===== src/shared/ealu_consts.svh =====
`ifndef EALU_CONSTS_SVH
`define EALU_CONSTS_SVH

// ****************************************************************
// register offsets
// ****************************************************************
`define EALU_OFS_CTRL 12'h000
`define EALU_OFS_OPA 12'h004
`define EALU_OFS_OPB 12'h008
`define EALU_OFS_OPH 12'h00C
`define EALU_OFS_FLAGS 12'h010
`define EALU_OFS_RESULT 12'h014
`define EALU_OFS_IO_CMD 12'h018
`define EALU_OFS_IO_STAT 12'h01C
`define EALU_OFS_ERR 12'h020

// ****************************************************************
// field positions and values
// ****************************************************************
`define EALU_CTRL_START 8
`define EALU_CTRL_BUSY 9
`define EALU_CTRL_CYC_LO 12
`define EALU_IO_BIT_LO 8
`define EALU_IO_SET 12
`define EALU_F_C 0
`define EALU_F_Z 1
`define EALU_F_N 2
`define EALU_F_V 3
`define EALU_F_S 4
`define EALU_F_H 5
`define EALU_UPD_ARITH 8'h2F
`define EALU_UPD_WORD 8'h1F
`define EALU_UPD_LOGIC 8'h0E
`define EALU_UPD_INV 8'h0F
`define EALU_UPD_PROD 8'h03
`define EALU_UPD_NONE 8'h00
`define EALU_OP_COUNT 5'h1C
`define EALU_IO_TOP 6'h1F
`define EALU_IO_ADDR_DEF 6'h0B
`define EALU_W1C_DEF 8'hF0
`define EALU_RST_FLAGS 8'h00
`define EALU_RST_IO 8'h00

// ****************************************************************
// timing
// ****************************************************************
`define EALU_CLK_ONE 2'h1
`define EALU_CLK_TWO 2'h2

`endif


===== src/shared/ealu_pkg.sv =====
package ealu_pkg;

   typedef enum logic [4:0] {
      op_add, op_add_carry, op_word_plus_immediate, op_sub, op_minus_immediate,
      op_minus_with_borrow, op_minus_imm_borrow, op_word_minus_immediate,
      op_and, op_mask_immediate, op_or, op_merge_immediate, op_xor_regs,
      op_ones_invert, op_twos_invert, op_set_bits_reg, op_clear_bits_reg,
      op_plus_one, op_minus_one, op_zero_sign_test, op_zero_reg, op_all_ones_reg,
      op_unsigned_product, op_signed_product, op_mixed_product,
      op_frac_unsigned_product, op_frac_signed_product, op_frac_mixed_product
   } ealu_op_t;

   typedef struct packed {
      logic [31:0] prdata;
      logic pready;
      logic pslverr;
      ealu_op_t op;
      logic [7:0] opa;
      logic [7:0] opb;
      logic [7:0] oph;
      logic [7:0] flags;
      logic [15:0] result;
      logic [1:0] cycles;
      logic busy;
      logic [1:0] cnt;
      logic done;
      logic wide;
      logic [7:0] io_status;
      logic [1:0] err;
   } ealu_state_t;

endpackage : ealu_pkg


===== src/logic/ealu_top.sv =====
`timescale 1ns/1ns
`include "ealu_consts.svh"

module ealu_top #(
   parameter logic [5:0] IO_REG_ADDR = `EALU_IO_ADDR_DEF,
   parameter logic [7:0] W1C_MASK = `EALU_W1C_DEF
) (
   input wire logic ref_clk,
   input wire logic reset,
   input wire logic psel,
   input wire logic penable,
   input wire logic pwrite,
   input wire logic [11:0] paddr,
   input wire logic [31:0] pwdata,
   output logic [31:0] prdata,
   output logic pready,
   output logic pslverr,
   input wire logic [7:0] io_event,
   output logic [15:0] result,
   output logic result_wide,
   output logic op_done,
   output logic busy,
   output logic [7:0] flags,
   output logic [7:0] io_status
);

   // ****************************************************************
   // elaboration checks
   // ****************************************************************
   if (IO_REG_ADDR > `EALU_IO_TOP) begin : g_bad_io_addr
      $error("io register address outside the bit-instruction range");
   end

   // ****************************************************************
   // arithmetic helpers
   // ****************************************************************
   // returns {h, v, c, r}
   function automatic logic [10:0] ealu_add8(input logic [7:0] a, input logic [7:0] b,
                                             input logic cin);
      logic [8:0] s;
      logic h;
      logic v;
      s = {1'b0, a} + {1'b0, b} + {8'h00, cin};
      h = (a[3] & b[3]) | (b[3] & ~s[3]) | (~s[3] & a[3]);
      v = (a[7] & b[7] & ~s[7]) | (~a[7] & ~b[7] & s[7]);
      return {h, v, s[8], s[7:0]};
   endfunction : ealu_add8

   // returns {h, v, c, r}; c is the borrow out
   function automatic logic [10:0] ealu_sub8(input logic [7:0] a, input logic [7:0] b,
                                             input logic bin);
      logic [8:0] d;
      logic h;
      logic v;
      d = {1'b0, a} - {1'b0, b} - {8'h00, bin};
      h = (~a[3] & b[3]) | (b[3] & d[3]) | (d[3] & ~a[3]);
      v = (a[7] & ~b[7] & ~d[7]) | (~a[7] & b[7] & d[7]);
      return {h, v, d[8], d[7:0]};
   endfunction : ealu_sub8

   // sign extension chosen per operand, low 16 bits of the product kept
   function automatic logic [15:0] ealu_prod8(input logic [7:0] a, input logic [7:0] b,
                                             input logic sa, input logic sb);
      logic [15:0] ea;
      logic [15:0] eb;
      logic [31:0] p;
      ea = {{8{sa & a[7]}}, a};
      eb = {{8{sb & b[7]}}, b};
      p = {16'h0000, ea} * {16'h0000, eb};
      return p[15:0];
   endfunction : ealu_prod8

   // ****************************************************************
   // state
   // ****************************************************************
   ealu_pkg::ealu_state_t st_r;
   ealu_pkg::ealu_state_t st_nxt;

   // ****************************************************************
   // datapath
   // ****************************************************************
   logic [15:0] ex_res;
   logic [7:0] ex_upd;
   logic [7:0] ex_flags;
   logic ex_wide;

   always_comb begin
      logic [10:0] s8;
      logic [15:0] pair;
      logic [15:0] w;
      logic [15:0] p;
      logic c;
      logic v;
      logic h;
      logic n;
      logic z;
      logic wz;
      s8 = 11'h000;
      pair = {st_r.oph, st_r.opa};
      w = 16'h0000;
      p = 16'h0000;
      c = st_r.flags[`EALU_F_C];
      v = 1'b0;
      h = st_r.flags[`EALU_F_H];
      wz = 1'b0;
      n = 1'b0;
      z = 1'b0;
      ex_res = {8'h00, st_r.opa};
      ex_upd = `EALU_UPD_NONE;
      ex_wide = 1'b0;
      case (st_r.op)
         ealu_pkg::op_add, ealu_pkg::op_add_carry: begin
            s8 = ealu_add8(st_r.opa, st_r.opb,
                           (st_r.op == ealu_pkg::op_add_carry) & st_r.flags[`EALU_F_C]);
            ex_upd = `EALU_UPD_ARITH;
         end
         ealu_pkg::op_sub, ealu_pkg::op_minus_immediate: begin
            s8 = ealu_sub8(st_r.opa, st_r.opb, 1'b0);
            ex_upd = `EALU_UPD_ARITH;
         end
         ealu_pkg::op_minus_with_borrow, ealu_pkg::op_minus_imm_borrow: begin
            s8 = ealu_sub8(st_r.opa, st_r.opb, st_r.flags[`EALU_F_C]);
            ex_upd = `EALU_UPD_ARITH;
         end
         ealu_pkg::op_twos_invert: begin
            s8 = ealu_sub8(8'h00, st_r.opa, 1'b0);
            ex_upd = `EALU_UPD_ARITH;
         end
         ealu_pkg::op_ones_invert: begin
            s8 = {1'b0, 1'b0, 1'b1, ~st_r.opa};
            ex_upd = `EALU_UPD_INV;
         end
         ealu_pkg::op_plus_one: begin
            s8 = ealu_add8(st_r.opa, 8'h01, 1'b0);
            ex_upd = `EALU_UPD_LOGIC;
         end
         ealu_pkg::op_minus_one: begin
            s8 = ealu_sub8(st_r.opa, 8'h01, 1'b0);
            ex_upd = `EALU_UPD_LOGIC;
         end
         ealu_pkg::op_and, ealu_pkg::op_mask_immediate: begin
            s8 = {3'h0, st_r.opa & st_r.opb};
            ex_upd = `EALU_UPD_LOGIC;
         end
         ealu_pkg::op_or, ealu_pkg::op_merge_immediate: begin
            s8 = {3'h0, st_r.opa | st_r.opb};
            ex_upd = `EALU_UPD_LOGIC;
         end
         ealu_pkg::op_set_bits_reg: begin
            s8 = {3'h0, st_r.opa | st_r.opb};
            ex_upd = `EALU_UPD_LOGIC;
         end
         ealu_pkg::op_clear_bits_reg: begin
            s8 = {3'h0, st_r.opa & (8'hFF - st_r.opb)};
            ex_upd = `EALU_UPD_LOGIC;
         end
         ealu_pkg::op_zero_sign_test: begin
            s8 = {3'h0, st_r.opa & st_r.opa};
            ex_upd = `EALU_UPD_LOGIC;
         end
         ealu_pkg::op_xor_regs: begin
            s8 = {3'h0, st_r.opa ^ st_r.opb};
            ex_upd = `EALU_UPD_LOGIC;
         end
         ealu_pkg::op_zero_reg: begin
            s8 = {3'h0, st_r.opa ^ st_r.opa};
            ex_upd = `EALU_UPD_LOGIC;
         end
         ealu_pkg::op_all_ones_reg: begin
            s8 = {3'h0, 8'hFF};
         end
         ealu_pkg::op_word_plus_immediate: begin
            w = pair + {10'h000, st_r.opb[5:0]};
            v = ~st_r.oph[7] & w[15];
            c = ~w[15] & st_r.oph[7];
            ex_upd = `EALU_UPD_WORD;
         end
         ealu_pkg::op_word_minus_immediate: begin
            w = pair - {10'h000, st_r.opb[5:0]};
            v = st_r.oph[7] & ~w[15];
            c = w[15] & ~st_r.oph[7];
            ex_upd = `EALU_UPD_WORD;
         end
         ealu_pkg::op_unsigned_product, ealu_pkg::op_signed_product,
         ealu_pkg::op_mixed_product: begin
            p = ealu_prod8(st_r.opa, st_r.opb, st_r.op != ealu_pkg::op_unsigned_product,
                          st_r.op == ealu_pkg::op_signed_product);
            w = p;
            c = p[15];
            ex_upd = `EALU_UPD_PROD;
         end
         ealu_pkg::op_frac_unsigned_product, ealu_pkg::op_frac_signed_product,
         ealu_pkg::op_frac_mixed_product: begin
            p = ealu_prod8(st_r.opa, st_r.opb,
                          st_r.op != ealu_pkg::op_frac_unsigned_product,
                          st_r.op == ealu_pkg::op_frac_signed_product);
            w = {p[14:0], 1'b0};
            c = p[15];
            ex_upd = `EALU_UPD_PROD;
         end
         default: begin
            ex_upd = `EALU_UPD_NONE;
         end
      endcase
      // byte ops come back through s8, word and product ops through w
      if (ex_upd == `EALU_UPD_WORD || ex_upd == `EALU_UPD_PROD) begin
         ex_wide = 1'b1;
         ex_res = w;
         n = w[15];
         wz = (w == 16'h0000);
      end else begin
         ex_res = {8'h00, s8[7:0]};
         c = s8[8];
         v = s8[9];
         h = s8[10];
         n = s8[7];
         wz = (s8[7:0] == 8'h00);
      end
      z = wz;
      ex_flags = st_r.flags;
      ex_flags[`EALU_F_C] = c;
      ex_flags[`EALU_F_Z] = z;
      ex_flags[`EALU_F_N] = n;
      ex_flags[`EALU_F_V] = v;
      ex_flags[`EALU_F_S] = n ^ v;
      ex_flags[`EALU_F_H] = h;
      ex_flags = (st_r.flags & ~ex_upd) | (ex_flags & ex_upd);
   end

   // ****************************************************************
   // bus, sequencing and io status
   // ****************************************************************
   always_comb begin
      logic acc;
      logic wr;
      logic [7:0] iov;
      logic [5:0] ioa;
      acc = psel & penable & st_r.pready;
      wr = acc & pwrite;
      iov = st_r.io_status;
      ioa = pwdata[5:0];
      st_nxt = st_r;
      st_nxt.done = 1'b0;
      st_nxt.pready = psel & penable & ~st_r.pready;
      // read data and error are loaded one cycle ahead of the completing edge
      if (psel & penable & ~st_r.pready) begin
         st_nxt.prdata = 32'h0000_0000;
         st_nxt.pslverr = 1'b0;
         case (paddr)
            `EALU_OFS_CTRL: begin
               st_nxt.prdata[4:0] = st_r.op;
               st_nxt.prdata[`EALU_CTRL_BUSY] = st_r.busy;
               st_nxt.prdata[`EALU_CTRL_CYC_LO +: 2] = st_r.cycles;
            end
            `EALU_OFS_OPA: st_nxt.prdata[7:0] = st_r.opa;
            `EALU_OFS_OPB: st_nxt.prdata[7:0] = st_r.opb;
            `EALU_OFS_OPH: st_nxt.prdata[7:0] = st_r.oph;
            `EALU_OFS_FLAGS: st_nxt.prdata[7:0] = st_r.flags;
            `EALU_OFS_RESULT: st_nxt.prdata[15:0] = st_r.result;
            `EALU_OFS_IO_CMD: st_nxt.prdata = 32'h0000_0000;
            `EALU_OFS_IO_STAT: st_nxt.prdata[7:0] = st_r.io_status;
            `EALU_OFS_ERR: st_nxt.prdata[1:0] = st_r.err;
            default: st_nxt.pslverr = 1'b1;
         endcase
      end
      // sequencer: count down the clocks of the latched operation
      if (st_r.busy) begin
         if (st_r.cnt == 2'h1) begin
            st_nxt.busy = 1'b0;
            st_nxt.done = 1'b1;
            st_nxt.result = ex_res;
            st_nxt.wide = ex_wide;
            st_nxt.flags = ex_flags;
         end else begin
            st_nxt.cnt = st_r.cnt - 2'h1;
         end
      end
      if (wr) begin
         case (paddr)
            `EALU_OFS_CTRL: begin
               // a start while busy or with an unknown code is dropped and flagged
               if (pwdata[`EALU_CTRL_START]) begin
                  if (st_r.busy || pwdata[4:0] >= `EALU_OP_COUNT) begin
                     st_nxt.err[1] = 1'b1;
                  end else begin
                     st_nxt.op = ealu_pkg::ealu_op_t'(pwdata[4:0]);
                     st_nxt.busy = 1'b1;
                     case (ealu_pkg::ealu_op_t'(pwdata[4:0]))
                        ealu_pkg::op_word_plus_immediate, ealu_pkg::op_word_minus_immediate,
                        ealu_pkg::op_unsigned_product, ealu_pkg::op_signed_product,
                        ealu_pkg::op_mixed_product, ealu_pkg::op_frac_unsigned_product,
                        ealu_pkg::op_frac_signed_product, ealu_pkg::op_frac_mixed_product: begin
                           st_nxt.cnt = `EALU_CLK_TWO;
                        end
                        default: st_nxt.cnt = `EALU_CLK_ONE;
                     endcase
                     st_nxt.cycles = st_nxt.cnt;
                  end
               end
            end
            `EALU_OFS_OPA: if (!st_r.busy) st_nxt.opa = pwdata[7:0];
            `EALU_OFS_OPB: if (!st_r.busy) st_nxt.opb = pwdata[7:0];
            `EALU_OFS_OPH: if (!st_r.busy) st_nxt.oph = pwdata[7:0];
            `EALU_OFS_FLAGS: if (!st_r.busy) st_nxt.flags = pwdata[7:0];
            `EALU_OFS_IO_CMD: begin
               if (ioa > `EALU_IO_TOP) begin
                  st_nxt.err[0] = 1'b1;
               end else if (ioa == IO_REG_ADDR) begin
                  // whole register is read, one bit changed, and written back
                  iov[pwdata[`EALU_IO_BIT_LO +: 3]] = pwdata[`EALU_IO_SET];
                  st_nxt.io_status = (iov & ~W1C_MASK)
                                   | (st_r.io_status & W1C_MASK & ~iov);
               end
            end
            `EALU_OFS_IO_STAT: begin
               st_nxt.io_status = (pwdata[7:0] & ~W1C_MASK)
                                | (st_r.io_status & W1C_MASK & ~pwdata[7:0]);
            end
            `EALU_OFS_ERR: st_nxt.err = st_r.err & ~pwdata[1:0];
            default: st_nxt.err = st_r.err;
         endcase
      end
      // hardware events win over a clear in the same cycle
      st_nxt.io_status = st_nxt.io_status | (io_event & W1C_MASK);
   end

   always_ff @(posedge ref_clk or posedge reset) begin
      if (reset) begin
         st_r <= '{prdata: 32'h0000_0000, pready: 1'b0, pslverr: 1'b0,
                   op: ealu_pkg::op_add, opa: 8'h00, opb: 8'h00, oph: 8'h00,
                   flags: `EALU_RST_FLAGS, result: 16'h0000, cycles: 2'h0, busy: 1'b0,
                   cnt: 2'h0, done: 1'b0, wide: 1'b0, io_status: `EALU_RST_IO,
                   err: 2'h0};
      end else begin
         st_r <= st_nxt;
      end
   end

   // ****************************************************************
   // outputs
   // ****************************************************************
   assign prdata = st_r.prdata;
   assign pready = st_r.pready;
   assign pslverr = st_r.pslverr;
   assign result = st_r.result;
   assign result_wide = st_r.wide;
   assign op_done = st_r.done;
   assign busy = st_r.busy;
   assign flags = st_r.flags;
   assign io_status = st_r.io_status;

endmodule : ealu_top


===== config.mk =====
export PLATFORM = sky130hd
export DESIGN_NAME = ealu_top
export DESIGN_NICKNAME = d
export VERILOG_FILES = /design/src/shared/ealu_pkg.sv /design/src/logic/ealu_top.sv
export VERILOG_INCLUDE_DIRS = /design/src /design/src/shared
export SDC_FILE = /design/constraint.sdc
export NUM_CORES = 1
export LEC_CHECK = 0
export BUFFER_PORTS_ARGS = -buffer_cell sky130_fd_sc_hd__buf_4
export CAP_MARGIN = 25
export CELL_PAD_IN_SITES_DETAIL_PLACEMENT = 0
export CELL_PAD_IN_SITES_GLOBAL_PLACEMENT = 1
export CORE_AREA = 2 2 161 163
export CTS_CLUSTER_DIAMETER = 80
export DETAILED_ROUTE_END_ITERATION = 6
export DIE_AREA = 0 0 163 165
export PLACE_DENSITY_LB_ADDON = 0.1
export SLEW_MARGIN = 30
export SYNTH_ARGS = -nofsm -noshare
export SYNTH_HDL_FRONTEND = slang
export SYNTH_SLANG_ARGS = --single-unit

===== constraint.sdc =====
create_clock -name ref_clk -period 18.35 [get_ports ref_clk]
set_input_delay 3.67 -clock ref_clk [delete_from_list [all_inputs] [get_ports ref_clk]]
set_output_delay 3.67 -clock ref_clk [all_outputs]
set_load 0.02 [all_outputs]

==> metrics.md <==
| Metric | Value |
|---|---|
| I/O Pins | `126` |
| Post-synth EDFFs | `0` |
| # port buffers | `85` |
| WP data arrival | `approximately 7700 ps` |
| Clk buf depth | `2` |
| Die area | `about 0.027 mm²` |
| CTS clk-pin slew, worst paths | `~70 ps` |
| Die W | `between 150 and 200 µm` |
| DR iter-0 viols | `between 1,000 and 1,500` |
| Footprint of the multi-input gates | `about 0.0088 mm²` |
| VDD IR max | `0.0000704 V` |
| Largest net degree at the start of global routing | `between 80 and 90` |
| Max FO, Critical Path | `20` |
| Share of cells above drive strength 1 | `a little under an eighth` |
| DRC | `3` |
| Failing checks | `DRC` |
| Ys async rst share | `100%` |
| Starting density of the core | `roughly half` |
| RSZ-0062 raised after global routing | `false` |
| Vias in the first global route | `between 10,000 and 15,000` |
| Final Hold Vio Count | `0` |
| Cts repair resizes | `0` |
| Maximum clock frequency | `135 MHz` |
| Worst path required time | `approximately 19,000 ps` |
| WHS Path Cells | `2` |
| Worst Tran Pin Value | `approximately 950 ps` |
| CTS root buffer | `clkbuf_16` |
| Antenna diode count | `0` |
| Synthesized cell area | `about 0.012 mm²` |
| CTS H-tree depth | `3` |
| Prevailing post-synth register cell | `dfrtp_1` |
| Detailed Routing Iterations Pass 1 | `7` |
| Slew headroom | `roughly 36%` |
| R2R cell count | `21` |
| WHS Endpoint | `prdata[15]$_DFFE_PP0P_` |
| Most common library cell in the layout ignoring fill and taps | `inv_1` |
| Mapped Cells | `between 1,500 and 2,000` |
| CORE AREA | `~0.025 mm²` |
| R2r endpoint | `flags[1]$_DFF_PP0_` |
| Number of max-cap violations | `0` |
| Post-Layout Cell Count | `about 1,800` |
| Total grt overflow | `0` |
| Pwr Density | `30.7 mW/mm²` |
| Global-route wire length before repair | `about 66 mm` |
| Setup violators final | `0` |
| Post-CTS Hold Buffers | `0` |
| Num Clock Sinks | `about 90` |
| Most frequent cells in the layout | `182 x inv_1, 159 x nand2_1, 122 x nor2_1, 111 x fa_1, 105 x buf_4` |
| Final period util | `40.4%` |
| Max Clock Skew | `8.70 ps` |
| Via density | `roughly 6.1` |
| Worst-Skew Late Latency | `approximately 340 ps` |
| Setup TNS | `0 ps` |
| Pins over their slew limit | `0` |
| FILL cells | `about 2,500` |
| Leakage | `approximately 0.0064 µW` |
| Register area share after synthesis | `between 15 and 20%` |
| CTS Buf Count | `9` |
| Detail Placement HPWL | `~34 mm` |
| R2R Path Start | `st_r[68]$_DFFE_PP0P_` |
| Worst min-delay path class | `register to register` |
| Drt wl/cell | `roughly 24 µm` |
| Final WL | `about 44 mm` |
| Initial antenna violation count | `0` |
| Critical Path Source Type | `register` |
| Flops & latches, synth | `between 80 and 90` |
| Outcome | `complete, but fails checks` |
| Row cnt | `58` |
| Storage cell area | `around 0.0022 mm²` |
| # Post-CTS Setup Buffers | `0` |
| R2R Setup Slk | `roughly 11,000 ps` |
| GPL Wtd Cong | `a little under 1` |
| TritonCTS clock tree | `yes` |
| Yosys cell types | `88` |
| Post-DRT Antenna Nets | `0` |
| Hold path start | `prdata[15]$_DFFE_PP0P_` |
| Ys Warns | `0` |
| Via count | `between 10,000 and 15,000` |
| Final nets | `1,750` |
| Avg Inst Size Synth | `~8.2 µm²` |
| GRT Util Overall | `approximately a third` |
| Post-Place Cells | `1,815` |
| Die H | `approximately 170 µm` |
| WS Path Type | `register to register` |
| CP Capture Type | `register` |
| Min Tclk post-route | `about 7400 ps` |
| Area grow syn2layout | `6.23%` |
## worst max-delay path by stage
stage                               from                  to  slack (ps)  depth (start not counted)
floorplan           st_r[64]$_DFFE_PP0P_  flags[4]$_DFF_PP0_       12250                         21
global placement    st_r[67]$_DFFE_PP0P_  flags[1]$_DFF_PP0_       11070                         22
detailed placement  st_r[67]$_DFFE_PP0P_  flags[1]$_DFF_PP0_       11030                         22
CTS                 st_r[67]$_DFFE_PP0P_  flags[1]$_DFF_PP0_       11000                         22
global route        st_r[67]$_DFFE_PP0P_  flags[1]$_DFF_PP0_       10600                         22
finish              st_r[68]$_DFFE_PP0P_  flags[1]$_DFF_PP0_       10930                         21
## registers in the layout (all words and copies together) (netlist names)
name,flops
busy,1
flags,8
io_status,8
op_done,1
prdata,16
pready,1
pslverr,1
result,16
result_wide,1
st_r,35
## routing by layer
layer	track usage, %	up-vias	share of wire (%)
met5	0	-	0
met4	8.29	0	2.6
met3	6.18	73	9.8
met2	49.0	551	42
met1	49.5	5442	45
li1	-	5044	-
## report_power, final
| part | switching [µW] | total [µW] | leakage (µW) | internal (µW) |
|---|---|---|---|---|
| Combinational | 21.3 | 31.9 | 0.00511 | 10.6 |
| Sequential | 1.03 | 196 | 0.00113 | 195 |
| Clock | 82.5 | 176 | 0.000136 | 93.8 |
## metrics by stage
| step | worst slack [ps] | total power, µW | instance area [µm²] | util, % | hold WS [ps] |
|---|---|---|---|---|---|
| finish | 10930 | 405 | 13200 | 52.6 | 469 |
| global route | 10600 | 420 | 13200 | 52.6 | 485 |
| CTS | 11000 | 409 | 13200 | 52.6 | 473 |
| detailed placement | 11030 | 232 | 12900 | 51.4 | 457 |
| global placement | 11070 | 232 | 12900 | 51.4 | 452 |
| floorplan | 12250 | 222 | 12400 | - | 440 |
## synthesized netlist by cell type, types with 8 or more instances
| library cell | instances | share of area, % |
|---|---|---|
| nand2_1 | 159 | 4.8 |
| dfrtp_1 | 88 | 18 |
| mux2i_1 | 14 | 1.1 |
| a21oi_1 | 56 | 2.3 |
| a21o_1 | 12 | 0.73 |
| o21a_1 | 11 | 0.67 |
| clkbuf_1 | 52 | 1.6 |
| nor2b_1 | 13 | 0.66 |
| a221oi_1 | 11 | 0.78 |
| and3_1 | 13 | 0.66 |
| a211oi_1 | 18 | 1.1 |
| o2111ai_1 | 8 | 0.57 |
| xnor2_1 | 43 | 3.0 |
| nor3_1 | 37 | 1.5 |
| buf_2 | 19 | 0.77 |
| ha_1 | 86 | 8.7 |
| a22o_1 | 8 | 0.57 |
| mux2_2 | 22 | 2.0 |
| nand3_1 | 37 | 1.5 |
| inv_1 | 183 | 5.5 |
| o221ai_1 | 9 | 0.64 |
| o22ai_1 | 15 | 0.76 |
| nor2_1 | 123 | 3.7 |
| a222oi_1 | 9 | 0.73 |
| o211ai_1 | 8 | 0.48 |
| o21ai_0 | 88 | 3.6 |
| nand2b_1 | 13 | 0.66 |
| a31oi_1 | 12 | 0.61 |
| a22oi_1 | 9 | 0.55 |
| xor2_1 | 15 | 1.1 |
| buf_4 | 65 | 3.9 |
| nor4_1 | 11 | 0.56 |
| fa_1 | 111 | 18 |
| nand4_1 | 9 | 0.45 |
## cell families after synthesis
kind of cell               after synthesis  synth area share, %
muxes                                   37                 3.31
AOI/OAI and AO/OA                      324                 17.7
DFF                                     88                 17.8
xor gates and xnor gates                60                 4.50
other                                    1               0.0303
adders and majority gates              197                 26.6
and+or+nand+nor                        471                 18.1
buffers and inverters                  325                 12.0
## critical path, cell delays in order, from the launching register on
cell and delay [ps]:
dfrtp_1 360, buf_4 210, nor2b_1 390, nand2_1 130, nor2_1 370, nor2_1 220, fa_1 680, inv_1 210
fa_1 560, inv_1 50, fa_1 460, fa_1 540, ha_1 320, ha_1 240, or4_1 510, o22ai_1 240
o21ai_0 240, xnor2_1 190, and2_0 180, a211oi_2 610, nand4_1 390, a21oi_1 230
## cell type report
class	count	share of cell area, %
multi-input cells	1105	66.6
flip-flops and latches	88	16.7
repair buffers	106	6.07
inverters	186	5.31
well taps	330	3.14
clock buffers	10	1.74
clock inverters	6	0.418
Note: power is estimated with default switching activity, not from simulation.
